$ cat src/pkg/gprc_regs.svh
/*
 holds offsets, field positions, reset values and widths of the port soft-reset register.
 assumes a 32-bit apb slave with word-aligned registers.
*/
`ifndef GPRC_REGS_SVH
`define GPRC_REGS_SVH
`define GPRC_IO_PORT_SOFT_RESET_OFS 12'h048
`define GPRC_IO_PORT_SOFT_RESET_RST 32'h0000_0000
`define GPRC_PORT_BITS 8
`define GPRC_PORT_LSB 0
`define GPRC_PORT_MSB 7
`define GPRC_PRESENCE_DEFAULT 8'hff
`define GPRC_ADDR_W 12
`endif

$ cat src/pkg/gprc_pkg.sv
/*
 holds the types shared by the port soft-reset block.
 assumes gprc_regs.svh is on the include path.
*/
`include "gprc_regs.svh"
package gprc_pkg;
   typedef logic [`GPRC_PORT_BITS-1:0] gprc_port_t;
   typedef logic [31:0] gprc_word_t;
   typedef logic [`GPRC_ADDR_W-1:0] gprc_addr_t;
endpackage

$ cat src/rtl/gprc_port_bit.sv
/*
 holds one port reset bit with its presence gate.
 assumes a synchronous active-high system reset.
*/
module gprc_port_bit (
   input wire logic clk,
   input wire logic sys_rst,
   input wire logic wr_en,
   input wire logic wr_val,
   input wire logic present,
   output logic bit_q
);
   always_ff @(posedge clk) begin
      if (sys_rst) begin
         bit_q <= 1'b0;
      end else if (wr_en && present) begin
         bit_q <= wr_val;
      end
   end
endmodule // gprc_port_bit

$ cat src/rtl/gprc_soft_reset.sv
/*
 holds the apb slave for the io port soft-reset register and the per-port reset outputs.
 assumes a single 40 MHz clock, synchronous active-high reset, and a static presence mask input.
*/
// Implementation choice: the APB register port.
// Behaviour
// - writes change a port bit only where its presence mask bit is set
// - eight read/write port reset bits, port a at bit 0 to h at 7
// - bits 31 to 8 read zero and ignore writes
// - system reset clears the whole register to zero
`include "gprc_regs.svh"
module gprc_soft_reset #(
   parameter int PORTS = `GPRC_PORT_BITS
) (
   input wire logic clk,
   input wire logic sys_rst,
   input wire logic psel,
   input wire logic penable,
   input wire logic pwrite,
   input wire gprc_pkg::gprc_addr_t paddr,
   input wire gprc_pkg::gprc_word_t pwdata,
   input wire logic [3:0] pstrb,
   output gprc_pkg::gprc_word_t prdata,
   output logic pready,
   output logic pslverr,
   input wire gprc_pkg::gprc_port_t peripheral_presence_mask,
   output gprc_pkg::gprc_port_t port_reset
);
   import gprc_pkg::*;

   gprc_port_t bits;
   logic hit;
   logic wr_en;
   logic access_q;
   logic access_first;
   gprc_word_t rd_word;

   assign hit = (paddr == `GPRC_IO_PORT_SOFT_RESET_OFS);
   // first access cycle, the one that launches the answer
   assign access_first = psel && penable && !access_q;
   // low byte lane carries all port bits
   assign wr_en = psel && penable && pwrite && hit && pstrb[0] && access_q;
   assign rd_word = {{(32-PORTS){1'b0}}, bits};

   // one wait state keeps prdata and pready straight from flops
   always_ff @(posedge clk) begin
      if (sys_rst) begin
         access_q <= 1'b0;
      end else begin
         access_q <= psel && penable && !access_q;
      end
   end

   for (genvar i = 0; i < PORTS; i++) begin : g_bit
      gprc_port_bit u_bit (
         .clk(clk),
         .sys_rst(sys_rst),
         .wr_en(wr_en),
         .wr_val(pwdata[i]),
         .present(peripheral_presence_mask[i]),
         .bit_q(bits[i])
      );

   end

   always_ff @(posedge clk) begin
      if (sys_rst) begin
         pready <= 1'b0;
      end else begin
         pready <= access_first;
      end
   end

   // unmapped offsets answer with an error and leave the bits alone
   always_ff @(posedge clk) begin
      if (sys_rst) begin
         pslverr <= 1'b0;
      end else begin
         pslverr <= access_first && !hit;
      end
   end

   always_ff @(posedge clk) begin
      if (sys_rst) begin
         prdata <= `GPRC_IO_PORT_SOFT_RESET_RST;
      end else if (access_first && !pwrite && hit) begin
         prdata <= rd_word;
      end else begin
         // zero outside the answer keeps stale data off the bus
         prdata <= 32'h0000_0000;
      end
   end

   always_ff @(posedge clk) begin
      if (sys_rst) begin
         port_reset <= '0;
      end else begin
         port_reset <= bits;
      end
   end
endmodule // gprc_soft_reset

$ cat config.mk
export PLATFORM = sky130hd
export DESIGN_NAME = gprc_soft_reset
export DESIGN_NICKNAME = d
export VERILOG_FILES = /design/src/pkg/gprc_pkg.sv /design/src/rtl/gprc_port_bit.sv /design/src/rtl/gprc_soft_reset.sv
export VERILOG_INCLUDE_DIRS = /design/src /design/src/pkg
export SDC_FILE = /design/constraint.sdc
export NUM_CORES = 1
export LEC_CHECK = 0
export BUFFER_PORTS_ARGS = -buffer_cell sky130_fd_sc_hd__buf_4
export CAP_MARGIN = 5
export CORE_ASPECT_RATIO = 0.6
export CORE_MARGIN = 2
export CORE_UTILIZATION = 37
export CTS_CLUSTER_SIZE = 28
export DETAILED_ROUTE_END_ITERATION = 6
export GPL_TIMING_DRIVEN = 0
export PLACE_DENSITY = 0.79
export SLEW_MARGIN = 20
export SYNTH_ARGS = -nofsm -noshare
export SYNTH_HDL_FRONTEND = slang
export SYNTH_SLANG_ARGS = --single-unit
$ cat constraint.sdc
create_clock -name clk -period 1.8 [get_ports clk]
set_clock_uncertainty 0.15 [all_clocks]
set_input_delay 0.54 -clock clk [delete_from_list [all_inputs] [get_ports clk]]
set_output_delay 0.54 -clock clk [all_outputs]
set_load 0.02 [all_outputs]
==> results of run 1 <==
-- critical path, stage by stage --
cell,delay (ps)
sky130_fd_sc_hd__buf_4,120
sky130_fd_sc_hd__nor4b_4,340
sky130_fd_sc_hd__nand3_4,180
sky130_fd_sc_hd__nor3b_4,340
sky130_fd_sc_hd__and2_1,180
-- Yosys cell counts (all sizes together) --
cell type,number
nand4,16
nand3,1
buf,29
and3,2
nor2b,8
o21ai,8
nor4b,2
and2,11
a21oi,8
nor3b,2
conb,1
clkbuf,1
dfxtp,26
nor4,1
-- cell families after synthesis --
group,after synthesis,share of synthesized area (%)
compound gates,16,6.82
buf+inv,30,18.8
flops,26,44.3
other cells,1,0.319
simple gates,43,29.7
-- sequential cells by signal, summed over array words and instances, names as in the netlist --
name               cells
pready                 1
g_bit.u_bit.bit_q      8
pslverr                1
prdata                 8
port_reset             8
-- worst paths after layout --
| path | start | end | slack, ps | depth (start not counted) |
|---|---|---|---|---|
| worst max-delay path | paddr[10] | prdata[7] | 160 | 5 |
| worst min-delay path | g_bit[2].u_bit.bit_q | prdata[2] | 330 | 1 |
| worst min register to register | g_bit[2].u_bit.bit_q | prdata[2] | 330 | 1 |
| worst max register to register | pready | g_bit[6].u_bit.bit_q | 230 | 5 |
-- stage by stage --
step / std cells / setup TNS [ps] / power (mW)
after CTS: 235 / 0 / 1.08
final: 235 / 0 / 1.07
after global placement: 232 / -880 / 0.774
after floorplan: 139 / 0 / 0.700
after detailed placement: 232 / -1020 / 0.775
after global routing: 235 / 0 / 1.12
-- cell usage in the layout, fill, tap and decap left out, types with 2 or more instances in the layout --
cell type,count
sky130_fd_sc_hd__a21oi_1,8
sky130_fd_sc_hd__dfxtp_1,26
sky130_fd_sc_hd__nand4_1,16
sky130_fd_sc_hd__nor4b_4,2
sky130_fd_sc_hd__and3_1,2
sky130_fd_sc_hd__and2_1,11
sky130_fd_sc_hd__buf_4,78
sky130_fd_sc_hd__clkbuf_8,3
sky130_fd_sc_hd__nor2b_1,8
sky130_fd_sc_hd__conb_1,24
sky130_fd_sc_hd__o21ai_0,8
-- layout make-up --
type                    instances  share of cell area [%]
clock buffers                   3                    2.38
repair buffers                 51                    22.0
well taps                      42                    3.02
flip-flops and latches         26                    29.9
plain buffers                  30                    12.7
multi-input cells              83                    29.9
-- per-layer routing --
layer	track usage (%)	wire (µm)	share of wire, %	vias up
met4	4.36	8	0.32	0
met3	6.04	316	13	2
li1	-	-	-	509
met1	18.2	1170	46	440
met5	0	0	0	-
met2	23.7	1030	41	58
-- report_power, final --
group	switching [mW]	total, mW	internal (mW)
Clock	0.159	0.308	0.149
Combinational	0.0919	0.187	0.0948
Sequential	0.000686	0.577	0.576
Total	0.252	1.07	0.820
==> reports/summary.txt, run 1 <==
Run status - finished clean
Via count of the first global-routing pass - 902
Minimum setup slack after placement - -133 ps
Worst setup path category - in2reg
Post-route antenna net violation count - 0
Count of state elements after synthesis - 26
Number of gates given a new drive strength after cts - 0
Placement-stage cell area - 1700 µm²
Number of antenna violations at the first check in global routing - 0
RSZ-0062 raised after global routing - false
Ports placed on the boundary - 103
Insertion delay of the later-clocked pin in the worst-skew pair - 260 ps
Detailed router's first-iteration violation count - 32
Fmax achieved - 611 MHz
I/O Buffers - 51
Setup WS post-layout - 164 ps
Largest buffer count on any clock path - 2
Wire length per cell after detailed routing - 10.7 µm
Clock Sinks - 26
H-Tree Level Count - 1
Final weighted congestion in routability-driven placement - 0.795
Detailed Route WL - 2520 µm
Post-synth top area share - 44.3%
Clk Tree Root Cell - sky130_fd_sc_hd__clkbuf_8
Die boundary width - 76.7 µm
Worst Hold Class - reg2reg
Total Routing Usage GR - 14.5%
Netlist area before placement - 1170 µm²
Fin area - 1740 µm²
Hold Worst Slack - 326 ps
Vert. Die Dim - 47.7 µm
CTS tree - built
Number of max-cap violations - 0
Cell count after synthesis - 116
Library cell occupying the most area in the post-synthesis netlist - sky130_fd_sc_hd__dfxtp_1
Total of endpoints with negative setup slack in the final report - 0
Critical Path Start Type - primary input
Mean post-synth cell area - 10.1 µm²
Largest net degree at the start of global routing - 14
Synth Warn # - 0
Final-layout fill cell count - 273
Final Net Count - 256
First-pass GRT wire length - 4050 µm
Initial Utilization - 39.9%
Final cycle utilization of the critical path - 90.9%
Antenna diodes - 0
Final standard cell utilization of the core - 59.0%
Layout cell share with drive strength beyond 1 - 45.6%
Multi-input combinational cell area - 519 µm²
Worst Setup End Kind - register
Total number of placement rows - 15
Post-layout min period - 1640 ps
Distinct cells, synth - 17
Leak pwr - 0.829 nW
Required time reported for the critical path endpoint - 1860 ps
Area enclosed by the die boundary - 3660 µm²
Placeable Area - 2950 µm²
Max-slew violation total from the final report - 0
Post-CTS setup repair buffer count - 0
Number of buffers added to fix hold violations after cts - 0
Number of detailed-route iterations in the first pass - 4
CTS Buf Count - 3
Power density over cell area - 617 nW/µm²
Reg area - 520 µm²
Ranking of synthesized cells by area - sky130_fd_sc_hd__dfxtp_1 (44%), sky130_fd_sc_hd__buf_4 (17%), sky130_fd_sc_hd__nand4_1 (8.5%)
Layout overhead on the synthesized area - 47.9%
Via count - 1009
# DRC - 0
Clock-pin slew on the worst setup and hold paths - 80 ps
Max rail drop VDD - 0.282 mV
Largest driver fanout on the critical path - 10
Hold violation count in the final report - 0
Total congestion overflow after global routing - 0
Sequential share of the synthesized area - 44.3%
Arrival time at the worst endpoint - 1690 ps
Drt via density - 4.29
Power figures use the tool's default switching activity.
==> inputs of run 2 (changes only) <==
BUFFER_PORTS_ARGS = -buffer_cell sky130_fd_sc_hd__buf_2   (was -buffer_cell sky130_fd_sc_hd__buf_4)
==> reports/summary.txt, run 2 (synthesis gave the netlist of run 1 again) <==
First-pass GRT wire length - 3990 µm
Antenna diodes - 0
Vert. Die Dim - 47.7 µm
Top library cells by usage in the layout, fill and taps aside - sky130_fd_sc_hd__buf_2 (51), sky130_fd_sc_hd__buf_4 (27), sky130_fd_sc_hd__dfxtp_1 (26), sky130_fd_sc_hd__conb_1 (24), sky130_fd_sc_hd__nand4_1 (16)
Worst Hold Class - reg2reg
Clk Tree Root Cell - sky130_fd_sc_hd__clkbuf_8
Wire length per cell after detailed routing - 10.4 µm
Via count of the first global-routing pass - 884
I/O Buffers - 51
Insertion delay of the later-clocked pin in the worst-skew pair - 260 ps
Final-layout fill cell count - 272
Detailed Route WL - 2460 µm
Number of gates given a new drive strength after cts - 0
Placement-stage cell area - 1570 µm²
Final cycle utilization of the critical path - 88.8%
Clock network fraction of total power - 38.6%
CTS Buf Count - 3
Hold violation count in the final report - 0
Worst Setup End Kind - register
Final Net Count - 256
Sw frac - 21.7%
Die boundary width - 76.7 µm
Fmax achieved - 625 MHz
Total Routing Usage GR - 14.6%
Total of endpoints with negative setup slack in the final report - 0
Area enclosed by the die boundary - 3660 µm²
Power Internal - 947 µW
R2r worst-path depth - 5
Power dissipated by switching net loads - 263 µW
Via count - 994
Arrival time at the worst endpoint - 1660 ps
Total congestion overflow after global routing - 0
Required time reported for the critical path endpoint - 1860 ps
Hold Worst Slack - 324 ps
Worst setup path category - in2reg
Largest driver fanout on the critical path - 10
Ports placed on the boundary - 103
Total number of placement rows - 15
Largest buffer count on any clock path - 2
Number of buffers added to fix hold violations after cts - 0
Max rail drop VDD - 0.370 mV
Drt via density - 4.21
Power density over cell area - 738 nW/µm²
Worst hold path cell count - 1
Post-layout min period - 1600 ps
Pwr Total - 1.21 mW
Post-route antenna net violation count - 0
Largest net degree at the start of global routing - 16
Post-CTS setup repair buffer count - 0
Number of max-cap violations - 0
Clock-pin slew on the worst setup and hold paths - 80 ps
Number of detailed-route iterations in the first pass - 4
Run status - finished clean
Placeable Area - 2950 µm²
RSZ-0062 raised after global routing - false
H-Tree Level Count - 1
Number of antenna violations at the first check in global routing - 0
Max-slew violation total from the final report - 0
# DRC - 0
Layout cell share with drive strength beyond 1 - 45.9%
Layout overhead on the synthesized area - 39.6%
Initial Utilization - 39.9%
Final weighted congestion in routability-driven placement - 0.782
Clock Sinks - 26
Most frequent standard cell in the layout excluding fill and tap cells - sky130_fd_sc_hd__buf_2
Top Registers - g_bit.u_bit.bit_q: 8 flops, port_reset: 8 flops, prdata: 8 flops
Detailed router's first-iteration violation count - 42
CTS tree - built
Flop pwr share - 47.7%
Critical Path Start Type - primary input
Share of power burned in combinational logic - 13.8%
Leak pwr - 0.816 nW
Hpwl dp - 2000 µm
Fin area - 1640 µm²
## run 2: cell count changes in the layout (fill, tap and decap cells not counted), sizes merged
cell | previous run | this run
bufinv | 0 | 1
## run 2: area by class of cell
| class | instances | area, µm² | share of cell area (%) |
|---|---|---|---|
| sequential | 26 | 520 | 31.7 |
| multi-input combinational | 83 | 519 | 31.7 |
| timing repair buffer | 51 | 255 | 15.6 |
| buffer | 30 | 221 | 13.5 |
| tap | 42 | 52.6 | 3.20 |
| clock buffer | 3 | 41.3 | 2.52 |
| clock inverter | 1 | 30.0 | 1.83 |
## run 2: stage by stage
step | setup slack (ps) | util [%] | setup TNS (ps) | instances
floorplan | 200 | - | 0 | 139
global placement | -107 | 53.2 | -810 | 232
detailed placement | -104 | 53.2 | -775 | 232
CTS | 177 | 55.7 | 0 | 236
global route | 106 | 55.7 | 0 | 236
finish | 201 | 55.7 | 0 | 236
## run 2: worst max-delay path, cell delays in order
cell                      delay (ps)
sky130_fd_sc_hd__buf_2           110
sky130_fd_sc_hd__nor4_4          320
sky130_fd_sc_hd__nand3_4         180
sky130_fd_sc_hd__nor3b_4         330
sky130_fd_sc_hd__and2_1          170
## run 2: routing by layer
layer | GRT usage [%] | share of wire [%] | up-vias
met4 | 4.36 | 0.85 | 0
li1 | - | - | 510
met2 | 22.8 | 39 | 66
met3 | 6.79 | 14 | 6
met5 | 0 | 0 | -
met1 | 18.6 | 46 | 412
## run 2: worst paths after layout
| path | start | endpoint | slack, ps |
|---|---|---|---|
| setup / recovery | paddr[9] | prdata[6] | 200 |
| hold / removal | g_bit[6].u_bit.bit_q | port_reset[6] | 320 |
| setup reg to reg | pready | g_bit[7].u_bit.bit_q | 240 |
| hold reg to reg | g_bit[6].u_bit.bit_q | port_reset[6] | 320 |
## run 2: power by group through the flow
stage                     clock network [mW]  registers (mW)  logic, mW
after global placement                     0           0.591      0.163
final                                  0.467           0.577      0.167
after CTS                              0.475           0.577      0.164
after global routing                   0.503           0.577      0.180
after detailed placement                   0           0.591      0.164
after floorplan                            0           0.593      0.107
==> inputs of run 3 (changes only) <==
REMOVE_ABC_BUFFERS = 1   (was unset)
==> reports/summary.txt, run 3 (synthesis gave the netlist of run 1 again) <==
Run status - finished clean
Total Routing Usage GR - 13.0%
Power density over cell area - 753 nW/µm²
Vert. Die Dim - 47.7 µm
CTS tree - built
Antenna diodes - 0
Layout overhead on the synthesized area - 19.5%
RSZ-0062 raised after global routing - false
Final cycle utilization of the critical path - 93.6%
R2r worst-path depth - 3
Placed cells - 202
Via count of the first global-routing pass - 828
Clk Tree Root Cell - sky130_fd_sc_hd__clkbuf_8
Drt via density - 4.44
Top library cells by usage in the layout, fill and taps aside - sky130_fd_sc_hd__buf_2 (51), sky130_fd_sc_hd__dfxtp_1 (25), sky130_fd_sc_hd__conb_1 (24), sky130_fd_sc_hd__nand4_1 (16), sky130_fd_sc_hd__and2_1 (11)
Area enclosed by the die boundary - 3660 µm²
Top Registers - g_bit.u_bit.bit_q: 8 flops, port_reset: 8 flops, prdata: 8 flops
Number of buffers added to fix hold violations after cts - 0
Post-route antenna net violation count - 0
Startpoint of the worst setup timing path - psel
Post-layout min period - 1680 ps
Worst Hold Class - reg2reg
FF-to-FF setup slack - 450 ps
I/O Buffers - 51
Fmax achieved - 594 MHz
CTS Buf Count - 3
First-pass GRT wire length - 3680 µm
Number of max-cap violations - 0
Endpoint of the worst hold-timing path - prdata[7]
Detailed Route WL - 2230 µm
Die boundary width - 76.7 µm
Final-layout fill cell count - 285
Largest driver fanout on the critical path - 10
# DRC - 0
Final instance count without filler cells - 206
Total number of placement rows - 15
Number of detailed-route iterations in the first pass - 4
Ports placed on the boundary - 103
Clock-pin slew on the worst setup and hold paths - 80 ps
Final weighted congestion in routability-driven placement - 0.731
Hold violation count in the final report - 0
Hpwl dp - 1710 µm
Max-slew violation total from the final report - 0
Start point of the worst hold path - g_bit[7].u_bit.bit_q
Detailed router's first-iteration violation count - 32
Max rail drop VDD - 0.248 mV
Arrival time at the worst endpoint - 1750 ps
Via count - 915
Required time reported for the critical path endpoint - 1860 ps
Final setup TNS - 0 ps
Most frequent standard cell in the layout excluding fill and tap cells - sky130_fd_sc_hd__buf_2
Insertion delay of the later-clocked pin in the worst-skew pair - 260 ps
Number of antenna violations at the first check in global routing - 0
Layout cell share with drive strength beyond 1 - 37.8%
Worst setup path category - in2reg
Critical Path Start Type - primary input
H-Tree Level Count - 1
Clock Sinks - 26
Worst hold path cell count - 1
Placeable Area - 2950 µm²
Post-CTS setup repair buffer count - 0
Largest net degree at the start of global routing - 18
Final standard cell utilization of the core - 47.6%
Wire length per cell after detailed routing - 10.8 µm
Initial Utilization - 39.9%
Final Net Count - 226
Total congestion overflow after global routing - 0
Largest buffer count on any clock path - 2
RR Startpoint - pready
Leak pwr - 0.655 nW
Worst Setup End Kind - register
Reg-to-reg endpoint - g_bit[1].u_bit.bit_q
Total of endpoints with negative setup slack in the final report - 0
==> run 3: cell count changes in the layout (fill, tap and decap cells not counted), sizes merged <==
cell	change
bufinv	-1
buf	-29
==> run 3: routing by layer <==
layer	wire length [µm]	vias up	GRT usage, %
met2	916	57	21.1
met3	271	0	5.09
met1	1040	410	17.0
met4	0	0	2.55
li1	-	448	-
met5	0	-	0
==> run 3: timing repair <==
item,CTS,global route
gates resized for setup,0,1
endpoints found under the hold margin,0,0
setup endpoints to repair,0,1
==> run 3: final cells by class <==
type                    instances  area (µm²)  area share [%]
flip-flops and latches         26         522            37.2
clock buffers                   4        55.1            3.92
repair buffers                 51         255            18.2
multi-input cells              83         519            37.0
well taps                      42        52.6            3.74
==> run 3: worst max path at each step <==
| stage | slack (ps) | depth (start not counted) | end |
|---|---|---|---|
| floorplan | 180 | 4 | g_bit[0].u_bit.bit_q |
| global placement | -170 | 5 | prdata[6] |
| detailed placement | -190 | 5 | prdata[5] |
| CTS | 50 | 1 | pready |
| global route | 30 | 5 | g_bit[0].u_bit.bit_q |
| finish | 120 | 5 | prdata[5] |
==> run 3: per-stage QoR <==
stage | setup WS (ps) | power [mW] | instance area, µm² | hold slack (ps)
2_1_floorplan | 181 | 0.653 | 1040 | 288
3_3_place_gp | -170 | 0.708 | 1350 | 306
3_5_place_dp | -187 | 0.709 | 1350 | 309
4_1_cts | 45.2 | 1.07 | 1400 | 329
5_1_grt | 27.1 | 1.10 | 1400 | 351
6_report | 116 | 1.06 | 1400 | 325
==> run 3: report_power, final <==
part | internal [mW] | leakage, nW | switching (mW) | total [mW]
Clock | 0.195 | 0.0288 | 0.165 | 0.360
Sequential | 0.576 | 0.210 | 0.00292 | 0.579
Combinational | 0.0353 | 0.416 | 0.0820 | 0.117
Total | 0.807 | 0.655 | 0.250 | 1.06
==> run 3: worst max-delay path: stages <==
cell and delay [ps]:
sky130_fd_sc_hd__buf_2 70, sky130_fd_sc_hd__and2_1 330, sky130_fd_sc_hd__nor3b_2 270, sky130_fd_sc_hd__nor3b_4 350
sky130_fd_sc_hd__and2_1 180
